<file path="config.mk">
export PLATFORM = sky130hd
export DESIGN_NAME = sram_tap
export DESIGN_NICKNAME = d
export VERILOG_FILES = /design/src/verilog/tap_pkg.sv /design/src/verilog/sram_tap.sv /design/src/verilog/pin_filter.sv /design/src/verilog/tap_fsm.sv
export SDC_FILE = /design/constraint.sdc
export NUM_CORES = 1
export LEC_CHECK = 0
export BUFFER_PORTS_ARGS = -buffer_cell sky130_fd_sc_hd__buf_4
export CAP_MARGIN = 20
export CORE_MARGIN = 5
export CORE_UTILIZATION = 44
export DETAILED_ROUTE_END_ITERATION = 10
export PLACE_DENSITY = 0.75
export SYNTH_ARGS = -nofsm -noshare
export SYNTH_HDL_FRONTEND = slang
export SYNTH_SLANG_ARGS = --single-unit
</file>
<file path="constraint.sdc">
create_clock -name pclk -period 2.1 [get_ports pclk]
set_input_delay 0.105 -clock pclk [delete_from_list [all_inputs] [get_ports pclk]]
set_output_delay 0.105 -clock pclk [all_outputs]
set_load 0.1 [all_outputs]
</file>
<file path="src/verilog/tap_pkg.sv">
// package: constants, types and state encoding of the sram boundary-scan test port
//
// Behaviour
// - state machine steps on each test-clock rise using the mode-select level sampled then
// - code 000 captures pin ring, selects boundary register, floats all sram outputs
// - code 001 loads identification word and selects it; sram unaffected
// - code 010 captures pin ring, selects boundary register, floats sram output drivers
// - code 100 captures pin ring, selects boundary register; no preload, sram unaffected
// - code 111 selects the one-bit bypass register; sram unaffected
// - identification bits 31:28 hold the revision number
// - identification bits 27:23 encode memory depth
// - identification bits 22:18 encode data width
// - identification bits 17:12 hold a reserved part identifier
// - identification bits 11:1 hold the manufacturer code
// - identification bit 0 marks an identification register as present
// - five mode-select-high edges reset the port; identification instruction held after reset
// - serial input sampled on test-clock rise; serial output changes on its fall
// - instruction capture loads the pattern 01 into the two low bits
// - identification word loaded at data capture under identification, shifted during shift
package tap_pkg;

  // -------------------------------------------------------------------------
  // controller states, gray coded along the usual walk
  // -------------------------------------------------------------------------
  typedef enum logic [3:0] {
    st_reset     = 4'h0,
    st_idle      = 4'h1,
    st_sel_dr    = 4'h3,
    st_cap_dr    = 4'h2,
    st_shift_dr  = 4'h6,
    st_exit1_dr  = 4'h7,
    st_pause_dr  = 4'h5,
    st_exit2_dr  = 4'h4,
    st_upd_dr    = 4'hc,
    st_sel_ir    = 4'hd,
    st_cap_ir    = 4'hf,
    st_shift_ir  = 4'he,
    st_exit1_ir  = 4'ha,
    st_pause_ir  = 4'hb,
    st_exit2_ir  = 4'h9,
    st_upd_ir    = 4'h8
  } tap_state_type;

  // -------------------------------------------------------------------------
  // instructions and scan lengths
  // -------------------------------------------------------------------------
  localparam int       IR_LEN  = 3;
  localparam int       ID_LEN  = 32;
  localparam int       BSR_LEN = 32;
  localparam logic [2:0] INSTR_EXTEST   = 3'h0;
  localparam logic [2:0] INSTR_IDCODE   = 3'h1;
  localparam logic [2:0] INSTR_SAMPLE_Z = 3'h2;
  localparam logic [2:0] INSTR_SAMPLE   = 3'h4;
  localparam logic [2:0] INSTR_BYPASS   = 3'h7;
  localparam logic [2:0] IR_RESET       = INSTR_IDCODE;
  localparam logic [2:0] IR_CAPTURE     = 3'h1;

  // -------------------------------------------------------------------------
  // identification word: revision 31:28, depth 27:23, width 22:18,
  // part 17:12, maker 11:1, present 0
  // -------------------------------------------------------------------------
  typedef struct packed {
    logic [3:0]  revision;
    logic [4:0]  depth;
    logic [4:0]  width;
    logic [5:0]  part;
    logic [10:0] maker;
    logic        present;
  } id_word_type;

  localparam int          ID_REVISION_LSB = 28;
  localparam int          ID_DEPTH_LSB    = 23;
  localparam int          ID_WIDTH_LSB    = 18;
  localparam int          ID_PART_LSB     = 12;
  localparam int          ID_MAKER_LSB    = 1;
  localparam logic [3:0]  RESET_REVISION  = 4'h0;
  localparam logic [4:0]  RESET_DEPTH     = 5'h00;
  localparam logic [4:0]  RESET_WIDTH     = 5'h00;
  localparam logic [5:0]  RESET_PART      = 6'h00;
  // arbitrary neutral maker code
  localparam logic [10:0] MAKER_CODE      = 11'h055;

  // -------------------------------------------------------------------------
  // pins from the test controller
  // -------------------------------------------------------------------------
  typedef struct packed {
    logic tck;
    logic tms;
    logic tdi;
  } pins_type;

  // -------------------------------------------------------------------------
  // apb register map
  // -------------------------------------------------------------------------
  localparam int          APB_AW       = 12;
  localparam logic [11:0] ADDR_STATUS  = 12'h000;
  localparam logic [11:0] ADDR_IDWORD  = 12'h004;
  localparam logic [11:0] ADDR_IDCFG   = 12'h008;
  localparam logic [11:0] ADDR_CAPTURE = 12'h00c;
  localparam logic [31:0] RESET_IDCFG  = {RESET_REVISION, RESET_DEPTH, RESET_WIDTH,
                                          RESET_PART, 12'h000};

endpackage : tap_pkg

</file>
<file path="src/verilog/sram_tap.sv">
// module: boundary-scan test port of the sram with an apb view of its state
//
// Added by the designer: the placing of the registers and the APB interface to the registers.
`timescale 1ns/1ps
`default_nettype none
module sram_tap (
  // clock and reset
  input  wire logic                         pclk,
  input  wire logic                         presetn,
  // apb slave
  input  wire logic [tap_pkg::APB_AW-1:0]   paddr,
  input  wire logic                         psel,
  input  wire logic                         penable,
  input  wire logic                         pwrite,
  input  wire logic [31:0]                  pwdata,
  output var  logic [31:0]                  prdata,
  output var  logic                         pready,
  output var  logic                         pslverr,
  // test port pins
  input  wire logic                         tck,
  input  wire logic                         tms,
  input  wire logic                         tdi,
  output var  logic                         tdo_out,
  output var  logic                         tdo_oe,
  // sram side
  input  wire logic [tap_pkg::BSR_LEN-1:0]  pin_ring,
  output var  logic                         sram_hiz
);

  // -------------------------------------------------------------------------
  // pin sampling and test-clock edge detection
  // -------------------------------------------------------------------------
  tap_pkg::pins_type      raw_pins;
  tap_pkg::pins_type      pins;
  logic                   tck_prev;
  logic                   tck_rise;
  logic                   tck_fall;
  tap_pkg::tap_state_type state;

  assign raw_pins = '{tck: tck, tms: tms, tdi: tdi};

  pin_filter #(
    .WIDTH ($bits(tap_pkg::pins_type))
  ) u_pin_filter (
    .pclk    (pclk),
    .presetn (presetn),
    .din     (raw_pins),
    .level   (pins)
  );

  always_ff @(posedge pclk or negedge presetn) begin
    if (!presetn) begin
      tck_prev <= 1'b0;
    end else begin
      tck_prev <= pins.tck;
    end
  end

  assign tck_rise = pins.tck & ~tck_prev;
  assign tck_fall = ~pins.tck & tck_prev;

  tap_fsm u_tap_fsm (
    .pclk    (pclk),
    .presetn (presetn),
    .step    (tck_rise),
    .tms     (pins.tms),
    .state   (state)
  );

  // -------------------------------------------------------------------------
  // instruction decode
  // -------------------------------------------------------------------------
  // reserved codes are not expected; they fall through to the bypass path
  function automatic logic uses_bsr(input logic [2:0] code);
    uses_bsr = (code == tap_pkg::INSTR_EXTEST) || (code == tap_pkg::INSTR_SAMPLE_Z) ||
               (code == tap_pkg::INSTR_SAMPLE);
  endfunction : uses_bsr

  logic [2:0]                  instr;
  logic [2:0]                  ir_shift;
  logic                        bypass_bit;
  logic [tap_pkg::ID_LEN-1:0]  id_shift;
  logic [tap_pkg::BSR_LEN-1:0] bsr_shift;
  logic [tap_pkg::BSR_LEN-1:0] last_capture;
  logic [31:0]                 id_cfg;
  tap_pkg::id_word_type        id_word;
  logic                        serial_bit;

  // -------------------------------------------------------------------------
  // identification word
  // -------------------------------------------------------------------------
  always_comb begin
    id_word.revision = id_cfg[tap_pkg::ID_REVISION_LSB +: 4];
    id_word.depth    = id_cfg[tap_pkg::ID_DEPTH_LSB +: 5];
    id_word.width    = id_cfg[tap_pkg::ID_WIDTH_LSB +: 5];
    id_word.part     = id_cfg[tap_pkg::ID_PART_LSB +: 6];
    id_word.maker    = tap_pkg::MAKER_CODE;
    id_word.present  = 1'b1;
  end

  // -------------------------------------------------------------------------
  // instruction register
  // -------------------------------------------------------------------------
  always_ff @(posedge pclk or negedge presetn) begin
    if (!presetn) begin
      ir_shift <= tap_pkg::IR_CAPTURE;
      instr    <= tap_pkg::IR_RESET;
    end else if (tck_rise) begin
      unique case (state)
        tap_pkg::st_reset:    instr    <= tap_pkg::IR_RESET;
        tap_pkg::st_cap_ir:   ir_shift <= tap_pkg::IR_CAPTURE;
        tap_pkg::st_shift_ir: ir_shift <= {pins.tdi, ir_shift[2:1]};
        tap_pkg::st_upd_ir:   instr    <= ir_shift;
        default:              ir_shift <= ir_shift;
      endcase
    end
  end

  // -------------------------------------------------------------------------
  // data registers: capture and shift; update has no preload effect
  // -------------------------------------------------------------------------
  always_ff @(posedge pclk or negedge presetn) begin
    if (!presetn) begin
      id_shift <= '0;
    end else if (tck_rise && (instr == tap_pkg::INSTR_IDCODE)) begin
      if (state == tap_pkg::st_cap_dr) begin
        id_shift <= id_word;
      end else if (state == tap_pkg::st_shift_dr) begin
        id_shift <= {pins.tdi, id_shift[tap_pkg::ID_LEN-1:1]};
      end
    end
  end

  always_ff @(posedge pclk or negedge presetn) begin
    if (!presetn) begin
      bsr_shift    <= '0;
      last_capture <= '0;
    end else if (tck_rise && uses_bsr(instr)) begin
      if (state == tap_pkg::st_cap_dr) begin
        bsr_shift    <= pin_ring;
        last_capture <= pin_ring;
      end else if (state == tap_pkg::st_shift_dr) begin
        bsr_shift <= {pins.tdi, bsr_shift[tap_pkg::BSR_LEN-1:1]};
      end
    end
  end

  always_ff @(posedge pclk or negedge presetn) begin
    if (!presetn) begin
      bypass_bit <= 1'b0;
    end else if (tck_rise && (instr != tap_pkg::INSTR_IDCODE) && !uses_bsr(instr)) begin
      if (state == tap_pkg::st_cap_dr) begin
        bypass_bit <= 1'b0;
      end else if (state == tap_pkg::st_shift_dr) begin
        bypass_bit <= pins.tdi;
      end
    end
  end

  // -------------------------------------------------------------------------
  // serial output on the falling test-clock edge
  // -------------------------------------------------------------------------
  always_comb begin
    if (state == tap_pkg::st_shift_ir) begin
      serial_bit = ir_shift[0];
    end else if (instr == tap_pkg::INSTR_IDCODE) begin
      serial_bit = id_shift[0];
    end else if (uses_bsr(instr)) begin
      serial_bit = bsr_shift[0];
    end else begin
      serial_bit = bypass_bit;
    end
  end

  // driver floats outside shift states, so it comes up released after reset
  always_ff @(posedge pclk or negedge presetn) begin
    if (!presetn) begin
      tdo_out <= 1'b0;
      tdo_oe  <= 1'b0;
    end else if (tck_fall) begin
      tdo_out <= serial_bit;
      tdo_oe  <= (state == tap_pkg::st_shift_ir) || (state == tap_pkg::st_shift_dr);
    end
  end

  // sram outputs float while a high-impedance capture instruction is current
  always_ff @(posedge pclk or negedge presetn) begin
    if (!presetn) begin
      sram_hiz <= 1'b0;
    end else begin
      sram_hiz <= (instr == tap_pkg::INSTR_EXTEST) || (instr == tap_pkg::INSTR_SAMPLE_Z);
    end
  end

  // -------------------------------------------------------------------------
  // apb slave: zero wait states, answer in the first access cycle
  // -------------------------------------------------------------------------
  logic        apb_setup;
  logic        apb_write;
  logic        addr_ok;
  logic [31:0] next_prdata;

  assign apb_setup = psel & ~penable;
  assign apb_write = psel & penable & pready & pwrite;

  always_comb begin
    addr_ok = 1'b1;
    unique case (paddr)
      tap_pkg::ADDR_STATUS:  next_prdata = {23'h000000, tdo_oe, sram_hiz, instr, state};
      tap_pkg::ADDR_IDWORD:  next_prdata = id_word;
      tap_pkg::ADDR_IDCFG:   next_prdata = id_cfg;
      tap_pkg::ADDR_CAPTURE: next_prdata = last_capture;
      default: begin
        next_prdata = 32'h00000000;
        addr_ok     = 1'b0;
      end
    endcase
  end

  always_ff @(posedge pclk or negedge presetn) begin
    if (!presetn) begin
      pready  <= 1'b0;
      pslverr <= 1'b0;
      prdata  <= 32'h00000000;
    end else begin
      pready  <= apb_setup;
      pslverr <= apb_setup & ~addr_ok;
      prdata  <= (apb_setup && !pwrite) ? next_prdata : 32'h00000000;
    end
  end

  // only revision, depth, width and part fields are writable
  always_ff @(posedge pclk or negedge presetn) begin
    if (!presetn) begin
      id_cfg <= tap_pkg::RESET_IDCFG;
    end else if (apb_write && (paddr == tap_pkg::ADDR_IDCFG)) begin
      id_cfg <= {pwdata[31:12], 12'h000};
    end
  end

endmodule : sram_tap
`default_nettype wire

</file>
<file path="src/verilog/pin_filter.sv">
// module: three-stage synchroniser with agreement filter for test-port pins
`timescale 1ns/1ps
`default_nettype none
module pin_filter #(
  parameter int WIDTH = 3
) (
  // clock and reset
  input  wire logic             pclk,
  input  wire logic             presetn,
  // raw pins and filtered levels
  input  wire logic [WIDTH-1:0] din,
  output var  logic [WIDTH-1:0] level
);

  logic [WIDTH-1:0] s1;
  logic [WIDTH-1:0] s2;
  logic [WIDTH-1:0] s3;
  logic [WIDTH-1:0] held;

  always_ff @(posedge pclk or negedge presetn) begin
    if (!presetn) begin
      s1 <= '0;
      s2 <= '0;
      s3 <= '0;
    end else begin
      s1 <= din;
      s2 <= s1;
      s3 <= s2;
    end
  end

  // a change counts once stages two and three agree; the agreed value passes
  // on at once, so serial out follows a test-clock fall within four cycles
  always_comb begin
    level = (~(s2 ^ s3) & s3) | ((s2 ^ s3) & held);
  end

  always_ff @(posedge pclk or negedge presetn) begin
    if (!presetn) begin
      held <= '0;
    end else begin
      held <= level;
    end
  end

endmodule : pin_filter
`default_nettype wire

</file>
<file path="src/verilog/tap_fsm.sv">
// module: sixteen-state test-port controller advanced by test-clock rise pulses
`timescale 1ns/1ps
`default_nettype none
module tap_fsm (
  // clock and reset
  input  wire logic                   pclk,
  input  wire logic                   presetn,
  // step pulse and mode select
  input  wire logic                   step,
  input  wire logic                   tms,
  // current state
  output var  tap_pkg::tap_state_type state
);

  function automatic tap_pkg::tap_state_type next_of(input tap_pkg::tap_state_type s,
                                                     input logic m);
    unique case (s)
      tap_pkg::st_reset:    next_of = m ? tap_pkg::st_reset   : tap_pkg::st_idle;
      tap_pkg::st_idle:     next_of = m ? tap_pkg::st_sel_dr  : tap_pkg::st_idle;
      tap_pkg::st_sel_dr:   next_of = m ? tap_pkg::st_sel_ir  : tap_pkg::st_cap_dr;
      tap_pkg::st_cap_dr:   next_of = m ? tap_pkg::st_exit1_dr : tap_pkg::st_shift_dr;
      tap_pkg::st_shift_dr: next_of = m ? tap_pkg::st_exit1_dr : tap_pkg::st_shift_dr;
      tap_pkg::st_exit1_dr: next_of = m ? tap_pkg::st_upd_dr  : tap_pkg::st_pause_dr;
      tap_pkg::st_pause_dr: next_of = m ? tap_pkg::st_exit2_dr : tap_pkg::st_pause_dr;
      tap_pkg::st_exit2_dr: next_of = m ? tap_pkg::st_upd_dr  : tap_pkg::st_shift_dr;
      tap_pkg::st_upd_dr:   next_of = m ? tap_pkg::st_sel_dr  : tap_pkg::st_idle;
      tap_pkg::st_sel_ir:   next_of = m ? tap_pkg::st_reset   : tap_pkg::st_cap_ir;
      tap_pkg::st_cap_ir:   next_of = m ? tap_pkg::st_exit1_ir : tap_pkg::st_shift_ir;
      tap_pkg::st_shift_ir: next_of = m ? tap_pkg::st_exit1_ir : tap_pkg::st_shift_ir;
      tap_pkg::st_exit1_ir: next_of = m ? tap_pkg::st_upd_ir  : tap_pkg::st_pause_ir;
      tap_pkg::st_pause_ir: next_of = m ? tap_pkg::st_exit2_ir : tap_pkg::st_pause_ir;
      tap_pkg::st_exit2_ir: next_of = m ? tap_pkg::st_upd_ir  : tap_pkg::st_shift_ir;
      tap_pkg::st_upd_ir:   next_of = m ? tap_pkg::st_sel_dr  : tap_pkg::st_idle;
      default:              next_of = tap_pkg::st_reset;
    endcase
  endfunction : next_of

  always_ff @(posedge pclk or negedge presetn) begin
    if (!presetn) begin
      state <= tap_pkg::st_reset;
    end else if (step) begin
      state <= next_of(state, tms);
    end
  end

endmodule : tap_fsm
`default_nettype wire

</file>
# == Yosys cells after proc, flatten, opt, wreduce, memory -nomap -nowiden ==
# Index checks and enable logic that the tools add are counted.
# op_classes
eq_ne,22
muxes,27
n_bitwise,16
n_reduce_logical,27
# ops
operator,n
2-to-1 mux 32 bit,5
one-hot mux 32 bit (4 select lines),1
one-hot mux 4 bit (12 select lines),1
== test 4 bit (second input constant),8
== test 12 x 4 -> 1 bit (second input constant),2
== test 4 x 3 -> 1 bit (second input constant),4
2-to-1 mux 4 bit,4
== test 12 x 3 -> 1 bit (second input constant),1
zero test 12 bit,1
one-hot mux 3 bit (2 select lines),2
AND reduction 2 bit,6
2-to-1 mux 1 bit,9
== test 4 x 2 -> 1 bit (second input constant),2
bitwise AND 1 bit,7
bitwise AND 3 bit,2
logical AND 1 bit,6
2-to-1 mux 2 bit,3
2-to-1 mux 3 bit,2
nonzero test 2 bit,3
== test 4 x 1 -> 1 bit (second input constant),1
zero test 4 bit,1
NOT 1 bit,4
OR reduction 2 bit,2
OR reduction 4 bit,1
other kinds (11),14
# word_totals
ff_bits,177
input_bits,84
out_inout_bits,37
wordCells,111

# == Longest topological paths before layout ==
# Gate-level depths: netlist of the first run.
# depth
depth_word,8
mapped_depth,7
mapped_depth_nobuf,4

# == Cells and area by module ==
# Synthesis of the first run repeated with hierarchy kept, for this count alone.
# hier_totals
cells_unflattened,648
area_unflattened_um2,7528.5
# modules_own_cells
mod,instances,cells_each,area_each_um2,seq_area_each_um2
sram_tap,1,587,6820.3,4031.4
tap_fsm,1,46,374.1,100.1
pin_filter,1,15,334.1,300.3

# == Least setup slack after synthesis of the first run ==
# Ideal clock, no wire load.
# synth_path
path_kind,reg-to-reg
start,register u_tap_fsm.state[0]
end,register last_capture[10] (netlist name)
setup_ps,125
arrival_time_ps,1716
t_required_ps,1975
setup_slack_ps,259
path_stages_with_launch,8
path_buffers,3
synth_period_minus_slack_ps,1841
path_cell_list,dfrtp_1 > clkbuf_1 > nor3b_2 > nand3_1 > buf_2 > nor2_2 > buf_4 > mux2_2
# synth_between
elab_chain_len,2
# synth_rtl
item,line,rtl
"start, declared",tap_fsm.sv:12,output var tap_pkg::tap_state_type state
"start signal, assigned",tap_fsm.sv:40,state <= tap_pkg::st_reset;
"start signal, assigned",tap_fsm.sv:42,"state <= next_of(state, tms);"
== test 4 x 2 -> 1 bit,sram_tap.sv:139,if (state == tap_pkg::st_cap_dr) begin
AND reduction 2 bit (no line),n/a,
"end signal, assigned",sram_tap.sv:141,last_capture <= pin_ring;
"end, declared",sram_tap.sv:84,logic [tap_pkg::BSR_LEN-1:0] last_capture;
# Every way passes these cells.
# A chain may end at the register's enable or synchronous reset.

# == Worst setup path after layout of the first run ==
# layout_path
start,register u_tap_fsm.state[3]
end,register bsr_shift[20] (netlist name)
# layout_between
elab_chain_len,3
word_cells_on_any_way,5
cone_classes,eq/ne: 2; mux: 1; reduce/logical: 2
# layout_rtl
item,line,rtl
== test 4 x 2 -> 1 bit / == test 4 x 3 -> 1 bit (equally long branches),"sram_tap.sv:139, sram_tap.sv:142",
nonzero test 2 bit (no line),n/a,
AND reduction 2 bit (no line),n/a,
"end signal, assigned",sram_tap.sv:140,bsr_shift <= pin_ring;
"end signal, assigned",sram_tap.sv:143,"bsr_shift <= {pins.tdi, bsr_shift[tap_pkg::BSR_LEN-1:1]};"
"end, declared",sram_tap.sv:83,logic [tap_pkg::BSR_LEN-1:0] bsr_shift;
# Parallel ways exist; a longest one is shown, timed or not.

==> run metrics, run 1 <==
drt wl/cell 16.4 µm; element type at the critical path start register; crit share post-route 0.891; CP Max Fanout 28; PortBufs around 110; register area share after synthesis 0.593; Die X 140 µm; Synth Area in Compound Gates 0.0973; starting density of the core 0.448; CTS root buffer clkbuf_16; area of the multi-input gates 0.00282 mm²; largest area contributor in the synthesized netlist dfrtp_1; worst path required time 2400 ps; clock buffers created by TritonCTS 17; vias in the first global route 5521; status completed; Hold Startpoint pwrite; first-pass GRT wire length ~28 mm; I/O Pins 121; met3 GRT Util 0.0314; Synth Cell Area ~0.0074 mm²; row count 47; post-synthesis simple-gate area fraction 0.111; Slew HR 0.647; die area 0.0196 mm²; Via Count between 5000 and 6000; initial DRC count 292; vias per cell 5.15; # DRC 0; Max Clk Rate 535 MHz; Netlist cell types 49; final setup violation count 0; Die Y about 140 µm; P_leak 4.57 nW; Synth Warn # 0; worst min path class in2reg; synth top area cells dfrtp_1, mux2i_1, mux2_2; GRT Overall Usage 0.180; most common cell after layout, fill and taps aside dfrtp_1; core box area 0.0166 mm²; TritonCTS Sinks 176; GR Layer Usage met2 0.296; crit end category register; layout cells sized above 1 0.284; Synth top area share 0.586; worst vdd ir between 0.6 and 0.7 mV; clock-pin slew on the worst setup and hold paths 70 ps; deepest clock path buffer count 2; Antenna Cells 0; Crit Path Class reg2reg; dpl ws 235 ps; hold path depth 3; Final Critical Period around 1900 ps; initial antenna violation count 0; setup ws final about 230 ps; RSZ-0062 raised after global routing no; Max-Cap Viols 0; reg-to-reg startpoint u_tap_fsm.state[3]; Synth Area per Inst 11.8 µm²; Antenna Nets Post-Route 0; measured slew at the worst slew-check pin 530 ps; most frequent cells in the layout dfrtp_1, buf_4, nand2_1; Seq cells post-synth around 180; Fin Setup TNS 0 ps; Pwr per Cell Area 1030 mW/mm²; P&R area growth vs syn 31.8%; GR Overflow Total 0; depth of the CTS H-tree 4; GRT busiest layer met2; post-synthesis adder-cell area fraction 0.00539; WP data arrival roughly 2200 ps; Final Max Tran Viols 0; # nets final 882; flop2flop setup slack 230 ps; Reg2Reg Depth 5; final RePlAce weighted congestion between 0.8 and 0.9; synthesized instance count about 630; Final Hold Viols 0; WHS Endpoint prdata[11]; reg2reg end bsr_shift[20]; clk_lat worst skew roughly 420 ps; xor/xnor cell area share of the yosys netlist 0.00236; largest net degree at the start of global routing 65; First-pass DRT Iterations 4; grt met1 use 0.238; CTS tree yes; main combinational cell family by area after synthesis multiplexers; wirelength, routed approximately 17 mm; FF/Latch Area 0.00441 mm²; post-synthesis mux area share 0.160; HPWL after detailed placement 11.2 mm; clock skew 7.36 ps; Fill cells 1347; syn nets 716
## synthesized netlist by cell type (all sizes together)
cell	instances
dfrtp	174
nand2	86
o21ai	76
nor2	54
mux2	53
mux2i	52
a22oi	25
clkbuf	22
buf	20
a21oi	8
nand2b	5
a2bb2oi	4
maj3	4
nand4	4
and3	3
inv	3
nand3b	3
nor3b	3
or4	3
a211oi	2
a21o	2
and2	2
dfstp	2
nand3	2
nor2b	2
nor4	2
or2	2
or3b	2
xnor2	2
a2111oi	1
a221oi	1
a31oi	1
and3b	1
and4b	1
nor3	1
nor4b	1
o211ai	1
o21a	1
o221a	1
## stage by stage
stage | hold slack [ps] | util | total power, W | std cells | area [µm²]
after detailed placement | 115 | 0.520 | 0.00684 | 941 | 8620
after CTS | 5.70 | 0.591 | 0.0101 | 1031 | 9790
final | 25.3 | 0.591 | 0.0100 | 1031 | 9790
after floorplan | -191 | - | 0.00607 | 632 | 7430
after global routing | 11.2 | 0.591 | 0.0106 | 1031 | 9790
after global placement | 107 | 0.520 | 0.00672 | 941 | 8620
## sequential cells by signal, summed over array words and instances (netlist names)
register / cells
tdo_oe: 1
u_pin_filter.s3: 3
pslverr: 1
ir_shift: 3
bypass_bit: 1
u_pin_filter.s1: 3
u_pin_filter.s2: 3
id_cfg: 20
tck_prev: 1
tdo_out: 1
sram_hiz: 1
instr: 3
last_capture: 32
bsr_shift: 32
pready: 1
u_pin_filter.held: 2
u_tap_fsm.state: 4
id_shift: 32
prdata: 32
## layer usage
metal	wire length, µm	vias to the layer above
met5	0	-
met4	286	0
met3	732	25
met2	8370	140
met1	7550	2617
li1	-	2526
## timing repair
item / in CTS / in global routing
setup endpoints to repair: 0 / 0
buffers inserted: 0 / 0
hold buffers: 58 / 0
hold endpoints to repair: 131 / 0
gates resized for setup: 0 / 0
## worst max-delay path by stage
stage / from / end / slack (ps)
after floorplan: u_tap_fsm.state[0] / last_capture[10] / 260
after global placement: paddr[9] / id_cfg[26] / 260
after detailed placement: u_tap_fsm.state[3] / last_capture[18] / 240
after CTS: u_tap_fsm.state[3] / last_capture[19] / 220
after global routing: u_tap_fsm.state[3] / bsr_shift[1] / 140
final: u_tap_fsm.state[3] / bsr_shift[20] / 230
## power breakdown
part           internal, W  total (W)  switching [W]  leakage, nW
Clock              0.00186    0.00318        0.00132        0.292
Combinational      0.00110    0.00239        0.00129         1.98
Sequential         0.00407    0.00448       0.000407         2.30
Total              0.00703     0.0100        0.00302         4.57
## layout make-up
type                            count  area share
Tap cell                          220      0.0281
Clock inverter                     11      0.0130
Clock buffer                       21      0.0480
Timing Repair Buffer              189       0.172
Sequential cell                   176       0.450
Multi-Input combinational cell    411       0.288
Inverter                            3     0.00115
## kinds of logic (layout without fill, tap and decap cells)
family                   after synthesis  after routing
AO/OA/AOI/OAI                        123            123
XOR/XNOR                               2              2
adder cells (fa/ha/maj)                4              4
buffers and inverters                 45            224
flip-flops                           176            176
multiplexers                         105            105
AND/OR/NAND/NOR                      177            177
## worst max-delay path, stage by stage (launching register included)
cell and delay [ps]:
dfrtp_1 540, or2_2 410, nor2_4 180, buf_12 240, mux2i_1 250, o21ai_0 100
(Power assumes the default switching activity.)
==> inputs of run 2 (changes only) <==
--- a/config.mk
+++ b/config.mk
@@ -7,10 +7,12 @@
 export LEC_CHECK = 0
 export BUFFER_PORTS_ARGS = -buffer_cell sky130_fd_sc_hd__buf_4
 export CAP_MARGIN = 20
+export CELL_PAD_IN_SITES_DETAIL_PLACEMENT = 0
+export CELL_PAD_IN_SITES_GLOBAL_PLACEMENT = 1
 export CORE_MARGIN = 5
 export CORE_UTILIZATION = 44
 export DETAILED_ROUTE_END_ITERATION = 10
-export PLACE_DENSITY = 0.75
+export PLACE_DENSITY = 0.88
 export SYNTH_ARGS = -nofsm -noshare
 export SYNTH_HDL_FRONTEND = slang
 export SYNTH_SLANG_ARGS = --single-unit
==> run 2 against run 1 <==
Compared with the run above: global-route usage grew 0.28 points; setup slack lost 22 ps; largest power group unchanged; combinational power shrank 2%; critical path depth is the same; sequential share of layout area grew 0.22 points; die area is the same; count of clock-buffer cells in the layout shrank 4; via count grew 1.9%; sequential cell count is the same; hold slack lost 5.7 ps.
==> run metrics, run 2 (synthesis results as in run 1) <==
CTS root buffer clkbuf_16; crit share post-route 0.901; final RePlAce weighted congestion 0.835; vias per cell 5.27; depth of the CTS H-tree 4; Final Max Tran Viols 0; GRT Overall Usage 0.182; PortBufs 108; TritonCTS Sinks 176; most common cell after layout, fill and taps aside dfrtp_1; largest net degree at the start of global routing 65; HPWL after detailed placement 11.2 mm; Die X around 140 µm; Via Count 5411; Fill cells 1340; Pwr per Cell Area around 1000 mW/mm²; Antenna Nets Post-Route 0; CTS tree yes; CP Max Fanout 46; element type at the critical path start register; RSZ-0062 raised after global routing no; vias in the first global route 5701; Max Clk Rate 528 MHz; starting density of the core 0.448; Final Hold Viols 0; crit end category register; Reg2Reg Depth 5; Crit Path Class reg2reg; First-pass DRT Iterations 4; layout cells sized above 1 0.281; deepest clock path buffer count 2; WP data arrival between 2000 and 2500 ps; # DRC 0; initial antenna violation count 0; I/O Pins between 100 and 150; FF/Latch Area 0.00441 mm²; status completed; setup bufs post-CTS 0; first-pass GRT wire length approximately 29 mm; hold path depth 3; clock buffers created by TritonCTS 17; wirelength, routed 17.4 mm; P&R area growth vs syn 31.2%; clk_lat worst skew 430 ps; Final Critical Period about 1900 ps; Die Y 140 µm; GR Overflow Total 0; measured slew at the worst slew-check pin roughly 540 ps; most frequent cells in the layout dfrtp_1, buf_4, nand2_1; final hold slack 19.6 ps; Max-Cap Viols 0; initial DRC count between 200 and 300; post-route cell area 0.00975 mm²; worst min path class in2reg; core box area between 0.015 and 0.02 mm²; worst vdd ir 0.630 mV; Slew HR 0.638; P_leak 4.52 nW; drt wl/cell 16.9 µm; Final Total Pwr 0.00998 W; row count 47; area of the multi-input gates 0.00282 mm²; Area after DPL 0.00858 mm²; final core occ 0.588; worst path required time 2380 ps; clock skew approximately 10 ps; final setup violation count 0; # nets final 879; clock-pin slew on the worst setup and hold paths 70 ps; Antenna Cells 0; Fin Setup TNS 0 ps; die area 0.0196 mm²
## run 2: layout make-up
cell class                      count  share of cell area
Multi-Input combinational cell    411               0.290
Clock buffer                       17              0.0436
Clock inverter                     14              0.0164
Inverter                            3             0.00116
Sequential cell                   176               0.452
Timing Repair Buffer              186               0.169
Tap cell                          220              0.0282
## run 2: per-layer routing
layer  vias to the layer above  part of all wire  track usage
li1                       2531                 -            -
met1                      2695              0.44        0.236
met2                       148              0.49        0.299
met3                        37             0.049       0.0409
met4                         0             0.025       0.0750
met5                         -                 0            0
## run 2: final timing paths
check                      slack, ps                from                 end
max in group asynchronous       1170             presetn         ir_shift[0]
min in group asynchronous        190             presetn        id_shift[30]
max reg2reg                      210  u_tap_fsm.state[3]        id_shift[13]
max                              210  u_tap_fsm.state[3]        id_shift[13]
min                               20              pwrite          prdata[10]
min reg2reg                      350  u_pin_filter.s1[1]  u_pin_filter.s2[1]
## run 2: repair_timing
| action | CTS | global route |
|---|---|---|
| hold buffers | 58 | 0 |
| resized for setup | 0 | 0 |
| endpoints found under the hold margin | 130 | 0 |
## run 2: where the power goes
group	leakage, nW	switching [W]	internal [W]
Sequential	2.30	0.000426	0.00407
Combinational	1.96	0.00127	0.00107
Clock	0.263	0.00139	0.00176
## run 2: per-stage QoR
step           setup WS [ps]  cells
3_5_place_dp             220    938
3_3_place_gp             266    938
4_1_cts                  207   1027
6_report                 208   1027
2_1_floorplan            259    632
5_1_grt                  122   1027
## run 2: worst max-delay path, stage by stage (launching register included)
cell	delay, ps
dfrtp_1	520
or2_2	400
nor2_4	150
buf_12	310
mux2i_1	230
o21ai_0	110
